==> src/gpio_pkg.sv <==
// Package: register map, field positions and bus carrier for the port block
package gpio_pkg;

  // Register offsets in the data-memory window
  localparam logic [7:0] L_DATA_OFS   = 8'hD0;
  localparam logic [7:0] L_CFG_OFS    = 8'hD1;
  localparam logic [7:0] L_PIN_OFS    = 8'hD2;
  localparam logic [7:0] G_DATA_OFS   = 8'hD4;
  localparam logic [7:0] G_CFG_OFS    = 8'hD5;
  localparam logic [7:0] G_PIN_OFS    = 8'hD6;
  localparam logic [7:0] D_DATA_OFS   = 8'hDC;
  localparam logic [7:0] SER_CTRL_OFS = 8'hEE;
  localparam logic [7:0] CAN_CTRL_OFS = 8'hE0;
  localparam logic [7:0] ALT_SEL_OFS  = 8'hE8;

  // Field positions
  localparam int G_HALT_BIT     = 7;
  localparam int G_IDLE_BIT     = 6;
  localparam int G_ALT_SK_BIT   = 6;
  localparam int SER_SEL_BIT    = 3;
  localparam int CAN_TXEN_A_BIT = 0;
  localparam int CAN_TXEN_B_BIT = 1;
  localparam int ALT_CMP2_BIT   = 0;
  localparam int ALT_PWMA_BIT   = 1;
  localparam int ALT_PWMB_BIT   = 2;
  localparam int ALT_CMP1_BIT   = 3;

  // Reset values and the G data read mask
  localparam logic [7:0] PORT_RST   = 8'h00;
  localparam logic [3:0] D_RST      = 4'hF;
  localparam logic [7:0] CTRL_RST   = 8'h00;
  localparam logic [7:0] G_RD_MASK  = 8'h3F;

  // CPU data-memory access
  typedef struct packed {
    logic [7:0] addr;
    logic [7:0] wdata;
    logic       wr;
    logic       rd;
  } mem_req_t;

endpackage

==> src/port_g_l_d_io_block.sv <==
// Port L, G and D pin logic with CAN transmit drivers and register file
// How it works
// - Config/data pair picks hi-Z, pull-up, low, high
// - Config, data and pin-read locations for L and G; D has data only
// - Seven L bits, each a wake-up source
// - G0-G5 I/O, G6 input, G7 clock out
// - G data reads zero in bits 6, 7
// - Writing G data bit 7 requests halt
// - Writing G data bit 6 requests idle
// - G config bit 6 selects alternate shift phase
// - CAN output A driven only when enabled
// - CAN output B driven only when enabled
// - D port four outputs, high during reset
// - L alternate comparator, PWM, capture, wake-up
// - G alternate serial, timer, interrupt functions
// - Serial select moves G5, G4 to serial
// - Reset clears L, G registers to hi-Z
module port_g_l_d_io_block
  import gpio_pkg::*;
(
  input  wire logic       clk,
  input  wire logic       rst_n,
  input  wire mem_req_t   mem_req,
  output logic     [7:0]  rd_data,
  input  wire logic [6:0] l_pin_in,
  output logic     [6:0]  l_pin_out,
  output logic     [6:0]  l_pin_oe,
  output logic     [6:0]  l_pin_pullup,
  input  wire logic [6:0] g_pin_in,
  output logic     [5:0]  g_pin_out,
  output logic     [5:0]  g_pin_oe,
  output logic     [5:0]  g_pin_pullup,
  input  wire logic       osc_clk_in,
  output logic            oscillator_clock_out,
  output logic     [3:0]  d_pin_out,
  output logic            halt_request,
  output logic            idle_request,
  output logic            serial_alt_phase,
  output logic            serial_pin_select,
  input  wire logic       serial_shift_clock,
  input  wire logic       serial_data_out,
  output logic            serial_data_in,
  output logic     [6:0]  multi_input_wakeup,
  input  wire logic       comparator_one_output,
  input  wire logic       comparator_two_output,
  input  wire logic       pulse_width_out_a,
  input  wire logic       pulse_width_out_b,
  output logic            capture_input_pin,
  output logic            timer_one_io,
  output logic            timer_one_capture_in,
  output logic            external_interrupt_in,
  input  wire logic       can_tx_a,
  input  wire logic       can_tx_b,
  output logic            can_transmit_out_a,
  output logic            can_transmit_out_b,
  output logic            can_transmit_oe_a,
  output logic            can_transmit_oe_b,
  output logic            can_tx_drive_enable_a,
  output logic            can_tx_drive_enable_b,
  input  wire logic       can_receive_in_a,
  input  wire logic       can_receive_in_b,
  output logic            can_rx_a,
  output logic            can_rx_b
);

  logic [7:0] l_data_q;
  logic [7:0] l_cfg_q;
  logic [7:0] g_data_q;
  logic [7:0] g_cfg_q;
  logic [3:0] d_data_q;
  logic [7:0] ser_ctrl_q;
  logic [7:0] can_ctrl_q;
  logic [7:0] alt_sel_q;
  logic [7:0] rd_data_q;
  logic [7:0] rd_data_d;
  logic       halt_q;
  logic       idle_q;
  logic [6:0] l_meta_q;
  logic [6:0] l_sync_q;
  logic [6:0] g_meta_q;
  logic [6:0] g_sync_q;
  logic [1:0] rx_meta_q;
  logic [1:0] rx_sync_q;

  // Address decode
  wire wr_l_data = mem_req.wr && mem_req.addr == L_DATA_OFS;
  wire wr_l_cfg  = mem_req.wr && mem_req.addr == L_CFG_OFS;
  wire wr_g_data = mem_req.wr && mem_req.addr == G_DATA_OFS;
  wire wr_g_cfg  = mem_req.wr && mem_req.addr == G_CFG_OFS;
  wire wr_d_data = mem_req.wr && mem_req.addr == D_DATA_OFS;
  wire wr_ser    = mem_req.wr && mem_req.addr == SER_CTRL_OFS;
  wire wr_can    = mem_req.wr && mem_req.addr == CAN_CTRL_OFS;
  wire wr_alt    = mem_req.wr && mem_req.addr == ALT_SEL_OFS;

  // Read mux; pins come from synchronizers, not the registers
  always_comb begin
    rd_data_d = 8'h00;
    case (mem_req.addr)
      L_DATA_OFS:   rd_data_d = {1'b0, l_data_q[6:0]};
      L_CFG_OFS:    rd_data_d = {1'b0, l_cfg_q[6:0]};
      L_PIN_OFS:    rd_data_d = {1'b0, l_sync_q};
      G_DATA_OFS:   rd_data_d = g_data_q & G_RD_MASK;
      G_CFG_OFS:    rd_data_d = g_cfg_q;
      G_PIN_OFS:    rd_data_d = {1'b0, g_sync_q};
      D_DATA_OFS:   rd_data_d = {4'h0, d_data_q};
      SER_CTRL_OFS: rd_data_d = ser_ctrl_q;
      CAN_CTRL_OFS: rd_data_d = can_ctrl_q;
      ALT_SEL_OFS:  rd_data_d = alt_sel_q;
      default:      rd_data_d = 8'h00;
    endcase
  end

  // Port registers; reset leaves L and G as hi-Z inputs
  always_ff @(posedge clk) begin
    if (!rst_n) begin
      l_data_q <= PORT_RST;
      l_cfg_q  <= PORT_RST;
      g_data_q <= PORT_RST;
      g_cfg_q  <= PORT_RST;
      d_data_q <= D_RST;
    end else begin
      if (wr_l_data) l_data_q <= {1'b0, mem_req.wdata[6:0]};
      if (wr_l_cfg)  l_cfg_q  <= {1'b0, mem_req.wdata[6:0]};
      if (wr_g_data) g_data_q <= mem_req.wdata & G_RD_MASK;
      if (wr_g_cfg)  g_cfg_q  <= mem_req.wdata;
      if (wr_d_data) d_data_q <= mem_req.wdata[3:0];
    end
  end

  // Control registers and read data
  always_ff @(posedge clk) begin
    if (!rst_n) begin
      ser_ctrl_q <= CTRL_RST;
      can_ctrl_q <= CTRL_RST;
      alt_sel_q  <= CTRL_RST;
      rd_data_q  <= 8'h00;
    end else begin
      if (wr_ser) ser_ctrl_q <= mem_req.wdata;
      if (wr_can) can_ctrl_q <= mem_req.wdata;
      if (wr_alt) alt_sel_q  <= mem_req.wdata;
      if (mem_req.rd) rd_data_q <= rd_data_d;
    end
  end

  // Low-power requests, one cycle after the write
  always_ff @(posedge clk) begin
    if (!rst_n) begin
      halt_q <= 1'b0;
      idle_q <= 1'b0;
    end else begin
      halt_q <= wr_g_data && mem_req.wdata[G_HALT_BIT];
      idle_q <= wr_g_data && mem_req.wdata[G_IDLE_BIT];
    end
  end

  // Two-flop synchronizers for every pin input
  always_ff @(posedge clk) begin
    if (!rst_n) begin
      l_meta_q  <= 7'h00;
      l_sync_q  <= 7'h00;
      g_meta_q  <= 7'h00;
      g_sync_q  <= 7'h00;
      rx_meta_q <= 2'h3;
      rx_sync_q <= 2'h3;
    end else begin
      l_meta_q  <= l_pin_in;
      l_sync_q  <= l_meta_q;
      g_meta_q  <= g_pin_in;
      g_sync_q  <= g_meta_q;
      rx_meta_q <= {can_receive_in_b, can_receive_in_a};
      rx_sync_q <= rx_meta_q;
    end
  end

  // Selects for alternate outputs
  wire ser_sel  = ser_ctrl_q[SER_SEL_BIT];
  wire alt_cmp2 = alt_sel_q[ALT_CMP2_BIT];
  wire alt_pwma = alt_sel_q[ALT_PWMA_BIT];
  wire alt_pwmb = alt_sel_q[ALT_PWMB_BIT];
  wire alt_cmp1 = alt_sel_q[ALT_CMP1_BIT];

  // L port drivers per bit, alternates override the data bit
  genvar i;
  generate
    for (i = 0; i < 7; i++) begin : g_l_bit
      logic alt_on;
      logic alt_val;
      if (i == 6) begin : g_l6
        assign alt_on  = alt_cmp2 | alt_pwma;
        assign alt_val = alt_cmp2 ? comparator_two_output
                                  : pulse_width_out_a;
      end else if (i == 5) begin : g_l5
        assign alt_on  = alt_pwmb;
        assign alt_val = pulse_width_out_b;
      end else if (i == 2) begin : g_l2
        assign alt_on  = alt_cmp1;
        assign alt_val = comparator_one_output;
      end else begin : g_lx
        assign alt_on  = 1'b0;
        assign alt_val = 1'b0;
      end
      assign l_pin_oe[i]     = alt_on | l_cfg_q[i];
      assign l_pin_out[i]    = alt_on ? alt_val : l_data_q[i];
      assign l_pin_pullup[i] = !alt_on && !l_cfg_q[i] && l_data_q[i];
    end
  endgenerate

  // G port drivers; G5, G4 follow the serial engine when selected
  always_comb begin
    g_pin_oe     = g_cfg_q[5:0];
    g_pin_out    = g_data_q[5:0];
    g_pin_pullup = ~g_cfg_q[5:0] & g_data_q[5:0];
    if (ser_sel) begin
      g_pin_oe[5]     = 1'b1;
      g_pin_out[5]    = serial_shift_clock;
      g_pin_pullup[5] = 1'b0;
      g_pin_oe[4]     = 1'b1;
      g_pin_out[4]    = serial_data_out;
      g_pin_pullup[4] = 1'b0;
    end
  end

  // Wake-up and alternate inputs from synchronized pins
  assign multi_input_wakeup    = l_sync_q;
  assign capture_input_pin     = l_sync_q[6];
  assign serial_data_in        = g_sync_q[6];
  assign timer_one_io          = g_sync_q[3];
  assign timer_one_capture_in  = g_sync_q[2];
  assign external_interrupt_in = g_sync_q[0];
  assign oscillator_clock_out  = osc_clk_in;
  assign serial_alt_phase      = g_cfg_q[G_ALT_SK_BIT];
  assign serial_pin_select     = ser_sel;

  // CAN transmit drivers gated by their enables
  assign can_tx_drive_enable_a = can_ctrl_q[CAN_TXEN_A_BIT];
  assign can_tx_drive_enable_b = can_ctrl_q[CAN_TXEN_B_BIT];
  assign can_transmit_oe_a     = can_tx_drive_enable_a;
  assign can_transmit_oe_b     = can_tx_drive_enable_b;
  assign can_transmit_out_a    = can_tx_a;
  assign can_transmit_out_b    = can_tx_b;
  assign can_rx_a              = rx_sync_q[0];
  assign can_rx_b              = rx_sync_q[1];

  // D port forced high while reset is held
  assign d_pin_out    = d_data_q | {4{~rst_n}};
  assign halt_request = halt_q;
  assign idle_request = idle_q;
  assign rd_data      = rd_data_q;

endmodule

==> config.mk <==
export PLATFORM = sky130hd
export DESIGN_NAME = port_g_l_d_io_block
export DESIGN_NICKNAME = d
export VERILOG_FILES = /design/src/gpio_pkg.sv /design/src/port_g_l_d_io_block.sv
export SDC_FILE = /design/constraint.sdc
export NUM_CORES = 1
export LEC_CHECK = 0
export BUFFER_PORTS_ARGS = -buffer_cell sky130_fd_sc_hd__buf_2
export CAP_MARGIN = 20
export CORE_ASPECT_RATIO = 1.1
export CORE_MARGIN = 2
export CORE_UTILIZATION = 30
export CTS_CLUSTER_SIZE = 12
export DETAILED_ROUTE_END_ITERATION = 10
export SLEW_MARGIN = 20
export SYNTH_ARGS = -nofsm -noshare
export SYNTH_HDL_FRONTEND = slang
export SYNTH_SLANG_ARGS = --single-unit
==> constraint.sdc <==
create_clock -name clk -period 4.25 [get_ports clk]
set_input_delay 0.2125 -clock clk [delete_from_list [all_inputs] [get_ports clk]]
set_output_delay 0.2125 -clock clk [all_outputs]
set_load 0.005 [all_outputs]
# Word level (Yosys, flattened, before mapping)
# Cells that the tools add are included.
# Widths: inputs -> output; s select.
[classes]
addsub = 0
multipliers = 0
div = 0
n_lt_le_gt_ge = 0
eq_ne = 10
shift = 0
muxes = 8
bitwise = 8
reduce_logical = 30
[ops]
columns = ["operator", "count"]
rows = [
  ["$eq 8x8->1 const B", 10],
  ["$pmux 8 s10", 1],
  ["$logic_and 1x1->1", 20],
  ["$logic_not 1->1", 10],
  ["$and 6x6->6", 1],
  ["$mux 2", 3],
  ["$not 6->6", 1],
  ["$mux 1", 4],
  ["$or 1x1->1", 4],
  ["$or 4x4->4", 1],
  ["$not 1->1", 1],
]
[totals]
register_bits = 98
latchBits = 0
ram_bits = 0
mem_bits_ro = 0
out_inout_bits = 76
n_memories = 0

# Longest topological paths before layout
[logic_depth]
depth_word = 4
depth_mapped = 8
depth_no_buf = 5

# Least setup slack after synthesis
# No wires, ideal clock.
[synth_path]
path_type = "input to register"
startpoint = "input mem_req[11] (netlist bit)"
endpoint = "register can_ctrl_q[0]"
setup_ps = 116
arrival_time_ps = 1522
setup_slack_ps = 2612
stages = 6
cell_sequence = "buf_6 or2_1 buf_6 nor4_4 mux2i_1 nor2b_1"
[synth_between]
elab_chain_len = 2
[synth_lines]
columns = ["element", "line_no", "rtl"]
rows = [
  ["start, declared", "port_g_l_d_io_block.sv:23", "input wire mem_req_t mem_req,"],
  ["$eq 8x8->1", "port_g_l_d_io_block.sv:92", "wire wr_can = mem_req.wr && mem_req.addr == CAN_CTRL_OFS;"],
  ["$logic_and 1x1->1", "port_g_l_d_io_block.sv:92", ""],
  ["end signal, assigned", "port_g_l_d_io_block.sv:139", "if (wr_can) can_ctrl_q <= mem_req.wdata;"],
  ["end, declared", "port_g_l_d_io_block.sv:72", "logic [7:0] can_ctrl_q;"],
]
# No other way between the ends.
# A chain may end at the register's enable or synchronous reset.

# Worst setup path after layout
[layout_path]
startpoint = "input mem_req[12] (netlist bit)"
endpoint = "register rd_data_q[5] (netlist: rd_data[5])"
[layout_between]
elab_chain_len = 2
[layout_lines]
columns = ["element", "line_no", "rtl"]
rows = [
  ["$eq 8x8->1", "port_g_l_d_io_block.sv:98", "case (mem_req.addr)"],
  ["$pmux 8 s10 *", "port_g_l_d_io_block.sv:98", ""],
  ["end signal, assigned", "port_g_l_d_io_block.sv:141", "if (mem_req.rd) rd_data_q <= rd_data_d;"],
  ["end, declared", "port_g_l_d_io_block.sv:74", "logic [7:0] rd_data_q;"],
]
# Every way passes the cells marked *; elsewhere a longest branch is shown, timed or not.

==> impl_metrics.tcl <==
set metrics [dict create \
    cts-resized-gates 0 \
    ir_drop_mv 0.214 \
    max_stage_delay_ns 0.79 \
    path_class "input port to register" \
    netlist_area_um2 4520 \
    yosysSeqAreaShare_pct 43.4 \
    status "finished clean" \
    hold_buffers 0 \
    fin_nets 597 \
    period_share_pct 50.0 \
    antenna_found_initial 0 \
    worstPathRequired_ns 4.50 \
    worst_pin_slew_ns 0.890 \
    setup_tns_ns 0 \
    avgSynthCellArea_um2 9.45 \
    drtPass1Iterations 5 \
    synthArstFlopShare_pct 0 \
    max_cap_viol_count 0 \
    slew_violations 0 \
    clock_path_buffers 2 \
    clock_skew_ns 0.00587 \
    row_count 47 \
    hp-class "input port to register" \
    syn-instance-count 478 \
    syn_nets 523 \
    synth_top_area_share_pct 43.4 \
    hold_violations 0 \
    synth_ff_type "dfxtp_1" \
    path_clk_slew_ns 0.06 \
    period_needed_ns 2.13 \
    utilization_pct 35.4 \
    ys_types 48 \
    die-area_um2 16100 \
    numCtsBuffers 9 \
    core_area_um2 14900 \
    critPathLaunchType "input port" \
    fp.dieH_um 133 \
    yosysMostFrequentCell "dfxtp_1" \
    synth_edf_count 0 \
    grt_overflow 0 \
    synthTopCellsByArea "dfxtp_1 43%, mux2i_1 11%, nor2b_1 6.4%" \
    setup_violations 0 \
    grt_max_degree 51 \
    synth.largest_area_cell "dfxtp_1" \
    routed_wl_um 12600 \
    vias_per_cell 4.87 \
    synthTopCellsByCount "98 x dfxtp_1, 50 x mux2i_1, 46 x nor2b_1" \
    cp_max_fo 31 \
    die_x_um 121 \
    leakage_uw 0.00222 \
    io_buffers 114 \
    grt_pass1_wl_um 19700 \
    place.gp.congestion 0.941 \
    drt_iter0_drc 320 \
    max_slew_margin_pct 40.3 \
    wl_per_cell_um 16.9 \
    drcViolationCount 0 \
    arrival_ns 2.38 \
    track_usage_pct 16.1 \
    htreeDepth 3 \
    syn_to_final_growth_pct 16.7 \
    rsz0062_at_grt "false" \
    max_freq_mhz 471 \
    io-pin-count 121 \
    cts_tree "built" \
    ys_seq_elements 98 \
    cp_cell_sequence "buf_2 > nand2_1 > nor3_2 > a221o_1 > o31ai_2 > a211oi_1" \
    root_buffer "clkbuf_16" \
    drtAntennaViolNets 0 \
    power_density_nw_per_um2 334 \
    cp-end-kind "register" \
    cts_setup_buffers 0 \
    insertion_delay_ns 0.34 \
    ys_warn_count 0 \
    initial_core_util_pct 30.4 \
    vias 3650 \
    first_global_vias 3519 \
    crit_slowest_cell "nor3_2" \
    dp_hpwl_um 9450 \
    fillers 1515 \
    diodes 0 \
    clock_sinks 98 \
    drive_above_1_share_pct 25.8 \
    reg2reg_slack_ns 2.71 \
]
## layout make-up
type | count | area, um2 | area share (%)
multi-input combinational | 319 | 2210 | 41.9
clock inverter | 1 | 5.00 | 0.0950
inverter | 9 | 33.8 | 0.641
sequential | 98 | 1960 | 37.2
clock buffer | 12 | 236 | 4.49
timing repair buffer | 115 | 578 | 11.0
tap | 196 | 245 | 4.65
## flip-flops by register name, summed over array words and instances (netlist names), 8 cells and up
name and count:
alt_sel_q 8, can_ctrl_q 8, g_cfg_q 8, rd_data 8
ser_ctrl_q 8
## through the flow
stage          std cells  setup slack (ns)  cell area (um2)  hold slack, ns  power, uW
4_1_cts              750              2.16             5270          0.0418       1770
2_1_floorplan        478              2.61             4520           0.314       1040
3_3_place_gp         737              1.91             5030           0.395       1070
5_1_grt              750              1.88             5270          0.0362       1830
6_report             750              2.12             5270          0.0511       1760
3_5_place_dp         737              1.80             5030           0.400       1080
## routing by layer
metal / global-route usage [%] / vias up / wire length [um]
li1: - / 1782 / -
met1: 21.0 / 1707 / 5640
met2: 25.0 / 137 / 5750
met3: 4.18 / 24 / 904
met4: 6.78 / 0 / 340
met5: 0 / - / 0
## worst max-delay path, delay by kind of cell
kind	cells	cell delay [ns]
AND/OR/NAND/NOR	2	1.04
buffers and inverters	1	0.49
AO/OA/AOI/OAI	3	0.63
## cell families (layout without fill, tap and decap cells)
family / count (synthesis) / in the layout / share of synthesized area (%)
mux: 55 / 55 / 12.6
compound gates: 66 / 66 / 10.7
flops: 98 / 98 / 43.4
buf+inv: 61 / 137 / 7.62
simple gates: 198 / 198 / 25.7
## cells in the final DEF (no fill, tap or decap), types with 13 or more instances in the layout
cell type,netlist,routed
nor2_1,19,19
nand2_1,31,31
a21boi_0,16,16
dfxtp_1,98,98
nand2b_1,13,13
nand3_1,28,28
o21ai_0,13,13
and2_1,29,29
nor2b_1,46,46
mux2i_1,50,50
buf_2,8,114
## path summary, 6_finish.rpt
kind,from,end,cells past startpoint
setup / recovery,mem_req[12],rd_data[5],6
setup reg to reg,g_data_q[4],rd_data[4],5
hold reg to reg,rx_meta_q[0],rx_sync_q[0],1
hold / removal,can_receive_in_a,rx_meta_q[0],2
## report_power, final
group | internal (uW) | total [uW] | switching [uW] | leakage, uW
sequential | 935 | 942 | 6.55 | 0.000797
clock | 386 | 701 | 315 | 0.000118
combinational | 46.0 | 116 | 70.3 | 0.00131
total | 1370 | 1760 | 392 | 0.00222
No activity file was read; power rests on OpenSTA's default activity.
